`config.mk`:
```
export PLATFORM = sky130hd
export DESIGN_NAME = pcs_config_status_register
export DESIGN_NICKNAME = d
export VERILOG_FILES = /design/src/rtl/pcs_cfg_pkg.sv /design/src/rtl/pcs_config_status_register.sv
export VERILOG_INCLUDE_DIRS = /design/src /design/src/rtl
export SDC_FILE = /design/constraint.sdc
export NUM_CORES = 1
export LEC_CHECK = 0
export ABC_AREA = 0
export ABC_CLOCK_PERIOD_IN_PS = 3200
export BUFFER_PORTS_ARGS = -buffer_cell sky130_fd_sc_hd__buf_4
export CAP_MARGIN = 10
export CORE_ASPECT_RATIO = 0.5
export CORE_UTILIZATION = 30
export CTS_BUF_LIST = sky130_fd_sc_hd__clkbuf_16
export DETAILED_ROUTE_END_ITERATION = 16
export GPL_TIMING_DRIVEN = 1
export PLACE_DENSITY = 0.54
export SYNTH_ARGS = -nofsm -noshare
export SYNTH_HDL_FRONTEND = slang
export SYNTH_SLANG_ARGS = --single-unit
```
`constraint.sdc`:
```
create_clock -name pclk -period 3.2 [get_ports pclk]
set_input_delay 0.8 -clock pclk [delete_from_list [all_inputs] [get_ports pclk]]
set_output_delay 0.8 -clock pclk [all_outputs]
set_load 0.05 [all_outputs]
```
`src/rtl/pcs_cfg_defs.svh`:
```
`ifndef PCS_CFG_DEFS_SVH
`define PCS_CFG_DEFS_SVH

// APB address of the register: printed index times four.
`define PCS_CFG_IDX          12'h016
`define PCS_CFG_ADDR         (`PCS_CFG_IDX << 2)
`define PCS_ADDR_W           12

// Field positions.
`define PCS_RSVD_HI_MSB      15
`define PCS_RSVD_HI_LSB      12
`define PCS_FREE_CLK_BIT     11
`define PCS_QUIET_BIT        10
`define PCS_SD_FORCE_BIT     9
`define PCS_LINK_ALG_BIT     8
`define PCS_DESCRAMBLER_TIMEOUT_SELECT_BIT    7
`define PCS_FIBER_BIT        6
`define PCS_FORCE_LINK_BIT   5
`define PCS_RSVD_LO_BIT      4
`define PCS_FEFI_BIT         3
`define PCS_NRZI_BIT         2
`define PCS_SCRAM_BIT        1
`define PCS_DESCRAM_BIT      0

// Reset value without strap, and the bits that follow the fiber strap.
`define PCS_RESET_VALUE      16'h0100
`define PCS_STRAP_MASK       16'h004B
// Writable bits; bit 4 is read-only zero.
`define PCS_WRITE_MASK       16'hFFEF

// Descrambler timeouts and the clock period in nanoseconds, then the timeouts in clock cycles.
`define PCS_CLK_PERIOD_NS    5
`define PCS_DESC_SHORT_NS    722000
`define PCS_DESC_LONG_NS     2000000
`define PCS_DESC_SHORT_CYC   (`PCS_DESC_SHORT_NS / `PCS_CLK_PERIOD_NS)
`define PCS_DESC_LONG_CYC    (`PCS_DESC_LONG_NS / `PCS_CLK_PERIOD_NS)

// Cycles until the synchronised strap level is valid after reset.
`define PCS_STRAP_SETTLE     3'h4

`endif

```
`src/rtl/pcs_cfg_pkg.sv`:
```
package pcs_cfg_pkg;

  // Control levels handed to the PCS datapath.
  typedef struct packed {
    logic rx_clk_free_run;
    logic quiet_transmit_enable;
    logic signal_detect_override;
    logic fiber_mode_enable;
    logic far_end_fault_enable;
    logic nrzi_skip;
    logic tx_scramble_skip;
    logic rx_descramble_skip;
  } pcs_ctrl_t;

  // Link state.
  typedef enum logic [0:0] {
    LINK_DOWN = 1'b0,
    LINK_UP   = 1'b1
  } link_state_t;

endpackage

```
`src/rtl/pcs_config_status_register.sv`:
```
// Chosen here: the APB slave port.
`timescale 1ns/10ps
`include "pcs_cfg_defs.svh"

module pcs_config_status_register
#(
  parameter int unsigned DESC_SHORT_CYC = `PCS_DESC_SHORT_CYC,
  parameter int unsigned DESC_LONG_CYC  = `PCS_DESC_LONG_CYC
)
(
  input  wire logic                   pclk,
  input  wire logic                   presetn,
  input  wire logic                   psel,
  input  wire logic                   penable,
  input  wire logic                   pwrite,
  input  wire logic [31:0]            paddr,
  input  wire logic [31:0]            pwdata,
  output logic      [31:0]            prdata,
  output logic                        pready,
  output logic                        pslverr,
  input  wire logic                   fiber_strap,
  input  wire logic                   external_force_link_input,
  input  wire logic                   signal_level_valid,
  input  wire logic                   descrambler_locked,
  input  wire logic                   descrambler_sync_seen,
  output pcs_cfg_pkg::pcs_ctrl_t      pcs_ctrl,
  output logic                        force_good_link,
  output logic                        link_up,
  output logic                        descrambler_timeout
);

  import pcs_cfg_pkg::*;

  // ----------------------------------------------------------------
  // Pin synchronisers
  // ----------------------------------------------------------------

  logic [2:0]  strap_sync_r;
  logic [2:0]  force_sync_r;
  logic        strap_lvl_r;
  logic        force_lvl_r;
  logic [2:0]  settle_cnt_r;
  logic        strap_loaded_r;
  logic [15:0] cfg_r;
  logic        access_ok;
  logic        addr_hit;
  logic [15:0] read_word;
  link_state_t link_state_r;
  link_state_t link_state_nxt;
  logic        level_ok;
  logic [31:0] desc_cnt_r;
  logic [31:0] desc_limit;

  // Three-stage shift registers for the two asynchronous pins.
  always_ff @(posedge pclk or negedge presetn)
  begin
    if (!presetn)
    begin
      strap_sync_r <= 3'h0;
      force_sync_r <= 3'h0;
    end
    else
    begin
      strap_sync_r <= {strap_sync_r[1:0], fiber_strap};
      force_sync_r <= {force_sync_r[1:0], external_force_link_input};
    end
  end

  // A level change counts once the second and third stages agree.
  always_ff @(posedge pclk or negedge presetn)
  begin
    if (!presetn)
    begin
      strap_lvl_r <= 1'b0;
      force_lvl_r <= 1'b0;
    end
    else
    begin
      if (strap_sync_r[1] == strap_sync_r[2])
        strap_lvl_r <= strap_sync_r[2];
      if (force_sync_r[1] == force_sync_r[2])
        force_lvl_r <= force_sync_r[2];
    end
  end

  // ----------------------------------------------------------------
  // Strap capture
  // ----------------------------------------------------------------

  // Waits after reset release until the filtered strap level is valid.
  // The filtered level needs four edges, so the load happens on the fifth.
  always_ff @(posedge pclk or negedge presetn)
  begin
    if (!presetn)
    begin
      settle_cnt_r   <= 3'h0;
      strap_loaded_r <= 1'b0;
    end
    else if (!strap_loaded_r)
    begin
      if (settle_cnt_r == `PCS_STRAP_SETTLE)
        strap_loaded_r <= 1'b1;
      else
        settle_cnt_r <= settle_cnt_r + 3'h1;
    end
  end

  // ----------------------------------------------------------------
  // APB slave
  // ----------------------------------------------------------------

  // A request is completed in the second access cycle.
  assign access_ok = psel & penable & pready;
  assign addr_hit  = (paddr[`PCS_ADDR_W-1:0] == `PCS_CFG_ADDR) &&
                     (paddr[31:`PCS_ADDR_W] == '0);

  // Read view of the register; the reserved bit 4 always reads zero.
  always_comb
  begin
    read_word = cfg_r;
    read_word[`PCS_RSVD_LO_BIT] = 1'b0;
  end

  // Handshake: pready rises one cycle into the access phase, held off
  // until the strap defaults are in place.
  always_ff @(posedge pclk or negedge presetn)
  begin
    if (!presetn)
    begin
      pready  <= 1'b0;
      pslverr <= 1'b0;
      prdata  <= 32'h0;
    end
    else if (psel && penable && !pready && strap_loaded_r)
    begin
      pready  <= 1'b1;
      pslverr <= !addr_hit;
      prdata  <= (!pwrite && addr_hit) ? {16'h0, read_word} : 32'h0;
    end
    else
    begin
      pready  <= 1'b0;
      pslverr <= 1'b0;
    end
  end

  // ----------------------------------------------------------------
  // Configuration register
  // ----------------------------------------------------------------

  // Strap bits load once; software writes land on the completing edge.
  always_ff @(posedge pclk or negedge presetn)
  begin
    if (!presetn)
      cfg_r <= `PCS_RESET_VALUE;
    else if (!strap_loaded_r && settle_cnt_r == `PCS_STRAP_SETTLE)
    begin
      if (strap_lvl_r)
        cfg_r <= `PCS_RESET_VALUE | `PCS_STRAP_MASK;
      else
        cfg_r <= `PCS_RESET_VALUE;
    end
    else if (access_ok && pwrite && addr_hit)
    begin
      cfg_r <= pwdata[15:0] & `PCS_WRITE_MASK;
    end
  end

  // ----------------------------------------------------------------
  // Control outputs
  // ----------------------------------------------------------------

  // Registered copies of the control fields for the datapath.
  always_ff @(posedge pclk or negedge presetn)
  begin
    if (!presetn)
    begin
      pcs_ctrl        <= '0;
      force_good_link <= 1'b0;
    end
    else
    begin
      pcs_ctrl.rx_clk_free_run        <= cfg_r[`PCS_FREE_CLK_BIT];
      pcs_ctrl.quiet_transmit_enable  <= cfg_r[`PCS_QUIET_BIT];
      pcs_ctrl.signal_detect_override <= cfg_r[`PCS_SD_FORCE_BIT];
      pcs_ctrl.fiber_mode_enable      <= cfg_r[`PCS_FIBER_BIT];
      pcs_ctrl.far_end_fault_enable   <= cfg_r[`PCS_FEFI_BIT];
      pcs_ctrl.nrzi_skip              <= cfg_r[`PCS_NRZI_BIT];
      pcs_ctrl.tx_scramble_skip       <= cfg_r[`PCS_SCRAM_BIT];
      pcs_ctrl.rx_descramble_skip     <= cfg_r[`PCS_DESCRAM_BIT];
      force_good_link <= cfg_r[`PCS_FORCE_LINK_BIT] | force_lvl_r;
    end
  end

  // ----------------------------------------------------------------
  // Link maintenance
  // ----------------------------------------------------------------

  // The detect override makes the signal level count as valid.
  assign level_ok = signal_level_valid | cfg_r[`PCS_SD_FORCE_BIT];

  // Next link state from level, lock and the selected hold algorithm.
  always_comb
  begin
    link_state_nxt = link_state_r;
    unique case (link_state_r)
      LINK_DOWN:
      begin
        if (level_ok && descrambler_locked)
          link_state_nxt = LINK_UP;
      end
      LINK_UP:
      begin
        if (cfg_r[`PCS_LINK_ALG_BIT])
        begin
          if (!level_ok)
            link_state_nxt = LINK_DOWN;
        end
        else if (!level_ok || !descrambler_locked)
          link_state_nxt = LINK_DOWN;
      end
    endcase
  end

  // Link state and the link output, which a forced link overrides.
  always_ff @(posedge pclk or negedge presetn)
  begin
    if (!presetn)
    begin
      link_state_r <= LINK_DOWN;
      link_up      <= 1'b0;
    end
    else
    begin
      link_state_r <= link_state_nxt;
      link_up <= (link_state_nxt == LINK_UP) | force_good_link;
    end
  end

  // ----------------------------------------------------------------
  // Descrambler timeout
  // ----------------------------------------------------------------

  assign desc_limit = cfg_r[`PCS_DESCRAMBLER_TIMEOUT_SELECT_BIT] ? DESC_LONG_CYC : DESC_SHORT_CYC;

  // Counts cycles since the last sync event, unlocked cycle or timeout pulse; pulses once on each expiry and restarts the count.
  always_ff @(posedge pclk or negedge presetn)
  begin
    if (!presetn)
    begin
      desc_cnt_r          <= 32'h0;
      descrambler_timeout <= 1'b0;
    end
    else if (descrambler_sync_seen || !descrambler_locked)
    begin
      desc_cnt_r          <= 32'h0;
      descrambler_timeout <= 1'b0;
    end
    else if (desc_cnt_r + 32'h1 >= desc_limit)
    begin
      desc_cnt_r          <= 32'h0;
      descrambler_timeout <= 1'b1;
    end
    else
    begin
      desc_cnt_r          <= desc_cnt_r + 32'h1;
      descrambler_timeout <= 1'b0;
    end
  end

endmodule // pcs_config_status_register

```
==> results.md, run 1 <==
* done — TritonCTS clock tree
* met2 — busiest layer in global routing
* 88 — Num Clock Sinks
* 2.440 nW — static leakage
* 0.34 ns — clock insertion delay at the later pin of the skew report
* 16.54% — met1 layer usage reported by global route
* 3.035% — met3 Track Usage GR
* 3.030 ns — fin crit period
* 3.26 ns — Critical Path AT
* 0.005294 mm² — design area
* 440.0 mW/mm² — Power Density
* 2898 — number of global-route vias before repair
* sky130_fd_sc_hd__o2111ai_2 — most used cell along the critical path
* 94.69% — post-route fraction of the period consumed by the critical path
* 25.24% — Switching Share
* 1245 — fillers
* 0.4966% — multiplexer area fraction after synthesis
* flop — nature of the critical path startpoint
* 0.01393 mm² — Total Die Area
* 14600 µm — first-pass GRT wire length
* 0.8043 — routability-driven placement congestion ratio
* 0.2401 mV — largest vdd supply drop
* 165.9 µm — Chip Width
* 536 — final layout net count
* 20.11% — area share of and/or/nand/nor cells after synthesis
* 0.002203 mm² — sequential cell area in the final layout
* sky130_fd_sc_hd__buf_4 (101), sky130_fd_sc_hd__dfrtp_1 (87), sky130_fd_sc_hd__conb_1 (30) — most frequent cells in the layout
* 587.9 µW — total net switching power
* 3.43 ns — critical path data required time
* 54.00% — area share of the largest cell type after synthesis
* 6412 µm — Final HPWL DP
* 0.001755 mm² — Multi-input gate area
* 0 — antenna violations before repair
* 0 — total congestion overflow after global routing
* ha_2 -> nand3_2 -> nor2_2 -> and3_4 -> xor2_2 -> ha_1 -> a21o_1 -> a21oi_2 -> and4b_1 -> o2111ai_2 -> a311oi_2 -> o2111ai_2 -> buf_4 -> and2b_1 — chain of cells forming the critical path
* 10.55% — complex-gate fraction of the synthesized area
* 22.32% — met2 Track Usage GR
* 9.1% — logic gate share of total power
* sky130_fd_sc_hd__clkbuf_16 — CTS root buf
* 54.66% — post-synthesis sequential area ratio
* 4.997% — XOR/XNOR Fraction of Synth Area
* 31.30% — starting density of the core
* design-rule violations — violated checks
* 333 — Post-Syn Instances
* 88 — flop and latch count out of synthesis
* 10 — drt pass-1 iters
* sky130_fd_sc_hd__dfrtp_1 — Slowest-stage cell, CP
* 46 — largest net degree at the start of global routing
* 0 — Post-CTS Hold Fix Bufs
* 0.04451 ns — pre-CTS setup slack
* sky130_fd_sc_hd__dfrtp_1 (54%), sky130_fd_sc_hd__a22o_1 (5.4%), sky130_fd_sc_hd__xnor2_1 (3.5%) — Area contributors post-synth
* reg2reg — Setup CP Type
* 2863 — total via count after detailed routing
* simple AND/OR/NAND/NOR gates — largest family of logic cells by synthesized area
* 0 — Hold Fails Final Rpt
* 119 — iteration-0 DRC count of the detailed router
* sky130_fd_sc_hd__dfrtp_1 — largest area contributor in the synthesized netlist
* 0.004975 mm² — Area after DPL
* 3.600% — post-synthesis adder-cell area fraction
* 0 — count of pins over their slew limit
* 14.07 µm — detailed-route wire length per cell
* 8820 µm — wire length after detailed routing
* 0 — n_diodes
* flop — capturing element type of the critical path
* 0 — yosys synthesis warning count
* 31.32% — synthesis-to-layout area growth
* 0 — count of nets left with antenna violations after detail routing
* 29 — Core Rows
* 2 — number of buffers on the longest clock path
* 49.7% — Seq pwr share
* 51 — number of different library cells in the post-synthesis netlist
* complete, but fails checks — outcome
* 0.06 ns — clock slew seen by the registers of the worst setup and hold paths
* 330.0 MHz — maximum clock frequency
* 0 — number of maximum-capacitance constraint violations
* 54.03% — Max transition margin
* 83.97 µm — y dimension of the die
* 13.30% — GRT Util Overall
* 0.1699 ns — Worst Slack Setup Final
* sky130_fd_sc_hd__buf_4 — leading cell type in the layout, fill and taps excluded
* 1.741 mW — cell-internal power
* 34.79% — share of cells above drive strength 1
* 0.01288 mm² — Core Box Area
* 0.005650 ns — clock tree skew after final layout
* 0 — final count of negative-setup-slack endpoints
* 0.35 ns — largest stage delay on the critical path
* 4.566 — number of vias per cell
* 84 — IO Port Bufs
* 9 — TritonCTS Buffers
* 3 — DRC violations left
* 0.004031 mm² — netlist area before placement
* 41.2% — proportion of power drawn by the clock network
* reg2reg — Hold Path Class
* 4 — highest net fanout along the worst path
* 119 — num ports
* 0.6896 ns — slew of the pin with the lowest slew margin
* 12.11 µm² — mean cell area of the mapped netlist
* 3 — number of H-tree levels
-- per-stage QoR --
step	setup TNS (ns)	utilization, %	hold slack [ns]	total power, mW	cells
floorplan	0	-	0.3312	1.303	362
global placement	0	38.62	0.3331	1.391	610
detailed placement	0	38.62	0.3370	1.393	610
CTS	0	40.79	0.3520	2.367	626
global route	-0.03310	41.10	0.3551	2.423	627
finish	0	41.10	0.3513	2.329	627
-- registers in the layout (all words and copies together) (netlist names) --
name and cells:
settle_cnt_r 3, pready 1, force_sync_r 3, pslverr 1, descrambler_timeout 1, force_good_link 1
pcs_ctrl 8, link_state_r 1, force_lvl_r 1, strap_loaded_r 1, prdata 15, strap_sync_r 3
link_up 1, cfg_r 15, strap_lvl_r 1, desc_cnt_r 32
-- kinds of logic (layout without fill, tap and decap cells) --
family          Yosys count  in the layout
other cells               1             30
compound gates           52             52
xor+xnor                 23             23
simple gates            117            117
mux                       2              2
fa+ha+maj                12             12
buf+inv                  38            133
flops                    88             88
-- power by group through the flow --
stage                     sequential [mW]  combinational [mW]  clock (mW)
after floorplan                      1.21              0.0972           0
after global placement               1.18               0.213           0
after detailed placement             1.18               0.214           0
after CTS                            1.16               0.215       0.994
after global routing                 1.16               0.229        1.03
final                                1.16               0.212       0.959
-- final cells by class --
type	count	share of cell area (%)
tap	170	4.018
clock inverter	7	0.8981
multi-input combinational	236	33.16
clock buffer	9	4.254
sequential	88	41.62
inverter	13	0.9218
timing repair buffer	104	15.13
-- synthesized netlist by cell type, drive strengths merged --
cell type  count
a22o          25
nand4b         1
dfrtp         87
and4b          1
o2111ai        4
and3           4
mux2i          2
o31ai          2
dfstp          1
nor3b         10
nand3         13
a21oi          5
ha            10
a2bb2oi        1
a211o          1
buf           19
nor4b          4
a311oi         1
a21o           1
inv           13
o21ai          2
nand4          9
clkbuf         6
maj3           2
a31o           2
nand2         19
and4           3
and2b          1
nor2b          1
o21a           1
xor2           7
a22oi          5
xnor2         16
a31oi          2
conb           1
or3            3
nor2          15
nand2b         1
or2            4
nor4          12
nor3          16
-- critical path, delay by kind of cell (launching register included) --
kind	cells	cell delay, ns
compound gates	5	0.94
simple gates	5	0.79
fa+ha+maj	2	0.46
flops	1	0.35
buf+inv	1	0.20
xor+xnor	1	0.17
-- what timing repair did --
action	in CTS	in global routing
endpoints found under the setup margin	4	20
pin swaps	0	9
resized for setup	1	7
buffers inserted	0	1
-- final timing paths --
check / startpoint / to / slack [ns] / cells past startpoint
max in group asynchronous: presetn / cfg_r[8] / 2.03 / 2
setup / recovery: desc_cnt_r[1] / descrambler_timeout / 0.17 / 14
hold / removal: strap_sync_r[0] / strap_sync_r[1] / 0.35 / 0
hold reg to reg: strap_sync_r[0] / strap_sync_r[1] / 0.35 / 0
setup reg to reg: desc_cnt_r[1] / descrambler_timeout / 0.17 / 14
min in group asynchronous: presetn / prdata[0] / 0.47 / 1
-- routing by layer --
metal	vias up	share of wire [%]
li1	1402	-
met1	1395	46
met2	54	49
met3	12	2.8
met4	0	1.9
met5	-	0
(Power assumes the default switching activity.)
==> inputs of run 2 (changes only) <==
--- a/config.mk
+++ b/config.mk
@@ -11,11 +11,12 @@
 export BUFFER_PORTS_ARGS = -buffer_cell sky130_fd_sc_hd__buf_4
 export CAP_MARGIN = 10
 export CORE_ASPECT_RATIO = 0.5
-export CORE_UTILIZATION = 30
+export CORE_UTILIZATION = 40
 export CTS_BUF_LIST = sky130_fd_sc_hd__clkbuf_16
 export DETAILED_ROUTE_END_ITERATION = 16
 export GPL_TIMING_DRIVEN = 1
-export PLACE_DENSITY = 0.54
+export PLACE_DENSITY = 0.68
+export SKIP_LAST_GASP = 1
 export SYNTH_ARGS = -nofsm -noshare
 export SYNTH_HDL_FRONTEND = slang
 export SYNTH_SLANG_ARGS = --single-unit
==> results.md, run 2 (same netlist as run 1, synthesis figures left out) <==
* complete, no violations — outcome
* 2 — number of buffers on the longest clock path, unchanged
* desc_cnt_r (32), cfg_r (15), prdata (15) — Top Registers
* 0 — Hold Fails Final Rpt, unchanged
* 41.98% — starting density of the core, +11 points
* 3.048 ns — fin crit period, +0.01744 ns
* 450.6 mW/mm² — Power Density, +2.4%
* 0 — count of pins over their slew limit, unchanged
* 6050 µm — Final HPWL DP, -5.6%
* 0.06 ns — clock slew seen by the registers of the worst setup and hold paths, about the same
* 591 — number of cells in the finished layout apart from fillers, -5.7%
* 0 — number of maximum-capacitance constraint violations, unchanged
* 32 — max reg flops, unchanged
* reg2reg — Setup CP Type
* done — TritonCTS clock tree
* flop — nature of the critical path startpoint
* ha_2 -> nand3_2 -> nor2_2 -> and3_4 -> xor2_2 -> ha_1 -> a21o_1 -> a21oi_2 -> and4b_1 -> o2111ai_2 -> a311oi_2 -> o2111ai_2 -> buf_6 -> nor3b_2 — chain of cells forming the critical path
* 2907 — number of global-route vias before repair, +0.31%
* 25 — Core Rows, -14%
* 4 — drt pass-1 iters, -6
* 48 — largest net degree at the start of global routing, +4.3%
* 0.36 ns — largest stage delay on the critical path, about the same
* 14 — R2R cell count, unchanged
* 84 — IO Port Bufs, unchanged
* desc_cnt_r[0] — reg-to-reg critical path startpoint
* 2890 — total via count after detailed routing, +0.94%
* 182 — iteration-0 DRC count of the detailed router, +53%
* sky130_fd_sc_hd__buf_4 — leading cell type in the layout, fill and taps excluded
* 0.01051 mm² — Total Die Area, -25%
* 95.24% — post-route fraction of the period consumed by the critical path, +0.54 points
* sky130_fd_sc_hd__clkbuf_16 — CTS root buf
* sky130_fd_sc_hd__o2111ai_2 — most used cell along the critical path
* 13900 µm — first-pass GRT wire length, -4.8%
* desc_cnt_r[16] — destination of the critical timing path
* 0 — final count of negative-setup-slack endpoints, unchanged
* 0.3920 mV — largest vdd supply drop, +63%
* 328.1 MHz — maximum clock frequency, -0.57%
* 52.42% — Max transition margin, -1.6 points
* flop — capturing element type of the critical path
* 2.450 nW — static leakage, +0.37%
* desc_cnt_r[16] — worst flop-to-flop path endpoint
* 0.3483 ns — Worst Hold Margin, -0.002970 ns
* 17.60% — GRT Util Overall, +4.3 points
* 0.009603 mm² — Core Box Area, -25%
* 72.99 µm — y dimension of the die, -13%
* 0 — antenna violations before repair, unchanged
* 3 — number of H-tree levels, unchanged
* 3.30 ns — Critical Path AT, +0.04 ns
* 54.76% — Post-Route Utilization, +14 points
* 144.0 µm — Chip Width, -13%
* desc_cnt_r — register ranked first by flip-flop count
* 0.006347 ns — clock tree skew after final layout, +0.0006974 ns
* 574 — Cells after DPL, -5.9%
* 0.34 ns — clock insertion delay at the later pin of the skew report, about the same
* 535 — final layout net count, -0.19%
* 0 — DRC violations left, -3
* 0 — total congestion overflow after global routing, unchanged
* 0.15 ns — Worst R2R Setup Slack, -0.02 ns
* 8414 µm — wire length after detailed routing, -4.6%
* sky130_fd_sc_hd__dfrtp_1 — Slowest-stage cell, CP
* 14.24 µm — detailed-route wire length per cell, +1.2%
* 35.31% — share of cells above drive strength 1, +0.51 points
* 2.370 mW — total power of the final layout, +1.7%
* 9 — TritonCTS Buffers, unchanged
* 30.45% — synthesis-to-layout area growth
* reg2reg — Hold Path Class
* 0.7137 ns — slew of the pin with the lowest slew margin, +0.02412 ns
* 88 — Num Clock Sinks, unchanged
* 0 — count of nets left with antenna violations after detail routing, unchanged
* 6 — highest net fanout along the worst path, +2
* sky130_fd_sc_hd__buf_4 (100), sky130_fd_sc_hd__dfrtp_1 (87), sky130_fd_sc_hd__conb_1 (30) — most frequent cells in the layout
* 0 — n_diodes, unchanged
* 3.46 ns — critical path data required time, +0.03 ns
* 0 — Post-CTS Hold Fix Bufs, unchanged
* 0.8119 — routability-driven placement congestion ratio, +0.94%
* 119 — num ports, unchanged
* 4.890 — number of vias per cell, +7.1%
* desc_cnt_r[0] — start point of the critical path
## run 2: metal layers
metal / wire length, µm / global-route usage, %
met4: 144 / 5.556
met2: 4242 / 30.17
met5: 0 / 0
met1: 3673 / 21.46
met3: 353 / 5.381
## run 2: repair_timing
item	CTS	global route
endpoints found under the setup margin	1	20
setup buffers	0	0
cloned	0	1
pin swaps	0	7
gates resized for setup	1	10
## run 2: where the power goes
part,switching (mW),internal (mW)
logic,0.133,0.0768
registers,0.0189,1.14
clock network,0.458,0.542
## run 2: worst min-delay path by stage
stage | from | to | slack (ns) | depth (start not counted)
floorplan | force_sync_r[0] | force_sync_r[1] | 0.33 | 0
global route | force_sync_r[0] | force_sync_r[1] | 0.36 | 0
detailed placement | strap_sync_r[0] | strap_sync_r[1] | 0.33 | 0
CTS | force_sync_r[0] | force_sync_r[1] | 0.35 | 0
finish | force_sync_r[0] | force_sync_r[1] | 0.35 | 0
global placement | strap_sync_r[0] | strap_sync_r[1] | 0.33 | 0
## run 2: through the flow
step                      setup slack (ns)  TNS [ns]  cell area, µm²
after global routing              -0.01012  -0.02277            5259
after floorplan                    0.03287         0            4143
after CTS                          0.07057         0            5216
after detailed placement           0.02758         0            4923
final                               0.1525         0            5259
after global placement             0.07090         0            4923
## run 2: layout make-up
class,count,area [µm²]
timing repair buffer,103,793.3
clock inverter,7,61.31
fill,854,4344
multi-input combinational,236,1758
sequential,88,2203
tap,135,168.9
inverter,13,48.80
clock buffer,9,225.2
## run 2: worst max-delay path, delay by kind of cell, from the launching register on
family	cells	cell delay, ns
AND/OR/NAND/NOR	5	0.83
XOR/XNOR	1	0.16
AO/OA/AOI/OAI	5	0.97
flip-flops	1	0.36
adder cells (fa/ha/maj)	2	0.46
buffers and inverters	1	0.19
==> inputs of run 3 (changes only) <==
--- a/config.mk
+++ b/config.mk
@@ -7,7 +7,7 @@
 export NUM_CORES = 1
 export LEC_CHECK = 0
 export ABC_AREA = 0
-export ABC_CLOCK_PERIOD_IN_PS = 3200
+export ABC_CLOCK_PERIOD_IN_PS = 2840
 export BUFFER_PORTS_ARGS = -buffer_cell sky130_fd_sc_hd__buf_4
 export CAP_MARGIN = 10
 export CORE_ASPECT_RATIO = 0.5
@@ -15,7 +15,7 @@
 export CTS_BUF_LIST = sky130_fd_sc_hd__clkbuf_16
 export DETAILED_ROUTE_END_ITERATION = 16
 export GPL_TIMING_DRIVEN = 1
-export PLACE_DENSITY = 0.68
+export PLACE_DENSITY = 0.65
 export SKIP_LAST_GASP = 1
 export SYNTH_ARGS = -nofsm -noshare
 export SYNTH_HDL_FRONTEND = slang
==> constraint.sdc (replaced) <==
create_clock -name pclk -period 2.84 [get_ports pclk]
set_input_delay 0.71 -clock pclk [delete_from_list [all_inputs] [get_ports pclk]]
set_output_delay 0.71 -clock pclk [all_outputs]
set_load 0.05 [all_outputs]
==> results.md, run 3 (same netlist as run 1, synthesis figures left out) <==
* complete, but fails checks — outcome
* negative setup slack — violated checks
* 823 — fillers, -3.6%
* 128 — iteration-0 DRC count of the detailed router, -30%
* 0.01051 mm² — Total Die Area, unchanged
* desc_cnt_r — register ranked first by flip-flop count
* 0 — total congestion overflow after global routing, unchanged
* 0 — count of nets left with antenna violations after detail routing, unchanged
* 14 — R2R cell count, unchanged
* 0.005709 ns — clock tree skew after final layout, -0.0006378 ns
* 14460 µm — first-pass GRT wire length, +4.0%
* 482.4 mW/mm² — Power Density, +7.1%
* 0.7959 — routability-driven placement congestion ratio, -2.0%
* 6186 µm — Final HPWL DP, +2.2%
* 0.07 ns — clock slew seen by the registers of the worst setup and hold paths, about the same
* 8619 µm — wire length after detailed routing, +2.4%
* 144.0 µm — Chip Width, unchanged
* 0 — DRC violations left, unchanged
* 105.2% — post-route fraction of the period consumed by the critical path, +10 points
* in2async — Hold Path Class
* 0 — Hold Fails Final Rpt, unchanged
* 9 — TritonCTS Buffers, unchanged
* 3 — number of H-tree levels, unchanged
* 0 — count of pins over their slew limit, unchanged
* -1.045 ns — setup TNS after final layout, -1.045 ns
* 4 — drt pass-1 iters, unchanged
* 32 — max reg flops, unchanged
* 18.28% — GRT Util Overall, +0.68 points
* 2979 — number of global-route vias before repair, +2.5%
* 36.44% — synthesis-to-layout area growth
* 2.566 nW — static leakage, +4.8%
* 2974 — total via count after detailed routing, +2.9%
* 0.009603 mm² — Core Box Area, unchanged
* 0.2857 mV — largest vdd supply drop, -27%
* 0.40 ns — largest stage delay on the critical path, +0.04 ns
* 0.34 ns — clock insertion delay at the later pin of the skew report, about the same
* 4.844 — number of vias per cell, -0.95%
* 0 — number of maximum-capacitance constraint violations, unchanged
* flop — capturing element type of the critical path
* -0.1476 ns — Worst Slack Setup Final, -0.3000 ns
* 11 — highest net fanout along the worst path, +5
* sky130_fd_sc_hd__buf_4 — most used cell along the critical path
* 2.988 ns — fin crit period, -0.05998 ns
* 72.99 µm — y dimension of the die, unchanged
* 5 — count of buffer and inverter cells on the critical path, +4
* flop — nature of the critical path startpoint
* desc_cnt_r[1] — start point of the critical path
* 0.3344 ns — Worst Hold Margin, -0.01396 ns
* 4138 µm — sum of met2 wire segment lengths after detailed routing, -2.5%
* 14 — Critical Path Stages, unchanged
* -0.15 ns — Worst R2R Setup Slack, -0.30 ns
* 334.7 MHz — maximum clock frequency, +2.0%
* sky130_fd_sc_hd__dfrtp_1 — Slowest-stage cell, CP
* met4 — DR top layer
* 472 µm — met3 layer wire length in the routed design, +34%
* 41 — largest net degree at the start of global routing, -15%
* sky130_fd_sc_hd__clkbuf_16 — CTS root buf
* sky130_fd_sc_hd__buf_4 — leading cell type in the layout, fill and taps excluded
* 0 — n_diodes, unchanged
* buffers and inverters — cell class contributing the biggest share of worst-path delay
* 558 — final layout net count, +4.3%
* 3897 µm — Met1 Wirelength, +6.1%
* 58.71% — Max transition margin, +6.3 points
* 88 — Num Clock Sinks, unchanged
* desc_cnt_r[14] — worst flop-to-flop path endpoint
* 119 — num ports, unchanged
* 3.10 ns — critical path data required time, -0.36 ns
* 40.29% — share of cells above drive strength 1, +5.0 points
* buf_4 -> buf_4 -> nand4_4 -> buf_4 -> nor2_2 -> xor2_2 -> ha_4 -> nor4b_2 -> o31ai_2 -> a311oi_2 -> o2111ai_2 -> buf_12 -> buf_4 -> nor3_2 — chain of cells forming the critical path
* 2 — number of buffers on the longest clock path, unchanged
* desc_cnt_r[1] — reg-to-reg critical path startpoint
* 3.25 ns — Critical Path AT, -0.05 ns
* done — TritonCTS clock tree
* reg2reg — Setup CP Type
* 20 — final count of negative-setup-slack endpoints, +20
* 41.98% — starting density of the core, unchanged
* 0 — antenna violations before repair, unchanged
* 25 — Core Rows, unchanged
* 14.04 µm — detailed-route wire length per cell, -1.4%
* desc_cnt_r (32), cfg_r (15), prdata (15) — Top Registers
* 0.6193 ns — slew of the pin with the lowest slew margin, -0.09439 ns
* sky130_fd_sc_hd__buf_4 (124), sky130_fd_sc_hd__dfrtp_1 (85), sky130_fd_sc_hd__conb_1 (30) — most frequent cells in the layout
* desc_cnt_r[14] — destination of the critical timing path
* 84 — IO Port Bufs, unchanged
* true — setup repair after global routing missed its margin
run 3: changes by cell type in the layout (fill, tap and decap cells not counted), moves of 2 or more:
cell | before | now
sky130_fd_sc_hd__buf_4 | 100 | 124
sky130_fd_sc_hd__dfrtp_2 | 0 | 2
sky130_fd_sc_hd__dfrtp_1 | 87 | 85
sky130_fd_sc_hd__ha_4 | 0 | 2
run 3: layer usage:
layer  vias up  track usage (%)
met2        68            29.63
li1       1445                -
met5         -                0
met1      1451            22.92
met4         0            6.738
met3        10            6.168
run 3: how the worst min path moves through the flow:
stage	from	end	slack, ns	cells after the start
6_report	presetn	desc_cnt_r[9]	0.33	1
3_5_place_dp	strap_sync_r[0]	strap_sync_r[1]	0.34	0
2_1_floorplan	force_sync_r[0]	force_sync_r[1]	0.33	0
5_1_grt	presetn	descrambler_timeout	0.37	1
4_1_cts	presetn	descrambler_timeout	0.35	1
3_3_place_gp	strap_sync_r[0]	strap_sync_r[1]	0.33	0
run 3: final cells by class:
type / count / area, µm² / area share, %
well taps: 135 / 168.9 / 3.071
multi-input cells: 236 / 1834 / 33.35
flip-flops and latches: 88 / 2206 / 40.10
repair buffers: 126 / 962.2 / 17.49
inverters: 13 / 48.80 / 0.8872
clock inverters: 7 / 55.05 / 1.001
clock buffers: 9 / 225.2 / 4.095
run 3: power breakdown:
part           switching, mW  internal [mW]
registers             0.0205           1.28
clock network          0.511          0.601
logic                  0.149         0.0863
total                  0.681           1.97
run 3: repair_timing:
| action | in CTS | in global routing |
|---|---|---|
| resized for setup | 3 | 12 |
| hold buffers | 0 | 0 |
| pin swaps | 0 | 2 |
| buffers inserted | 0 | 3 |
| setup endpoints to repair | 20 | 20 |
run 3: worst reg2reg max path: stages (launching register included):
cell and delay (ns):
sky130_fd_sc_hd__dfrtp_1 0.40, sky130_fd_sc_hd__buf_4 0.13, sky130_fd_sc_hd__buf_4 0.12, sky130_fd_sc_hd__nand4_4 0.12, sky130_fd_sc_hd__buf_4 0.18, sky130_fd_sc_hd__nor2_2 0.13, sky130_fd_sc_hd__xor2_2 0.21, sky130_fd_sc_hd__ha_4 0.24
sky130_fd_sc_hd__nor4b_2 0.30, sky130_fd_sc_hd__o31ai_2 0.13, sky130_fd_sc_hd__a311oi_2 0.31, sky130_fd_sc_hd__o2111ai_2 0.19, sky130_fd_sc_hd__buf_12 0.20, sky130_fd_sc_hd__buf_4 0.14, sky130_fd_sc_hd__nor3_2 0.09
run 3: stage by stage:
stage	total power [mW]	instance area, µm²	cells	setup WS (ns)	util, %
2_1_floorplan	1.468	4168	362	-0.1210	-
3_3_place_gp	1.564	5106	595	-0.1255	53.17
6_report	2.653	5500	614	-0.1476	57.28
3_5_place_dp	1.566	5106	595	-0.2171	53.17
4_1_cts	2.689	5401	611	-0.1454	56.25
5_1_grt	2.766	5500	614	-0.3210	57.28
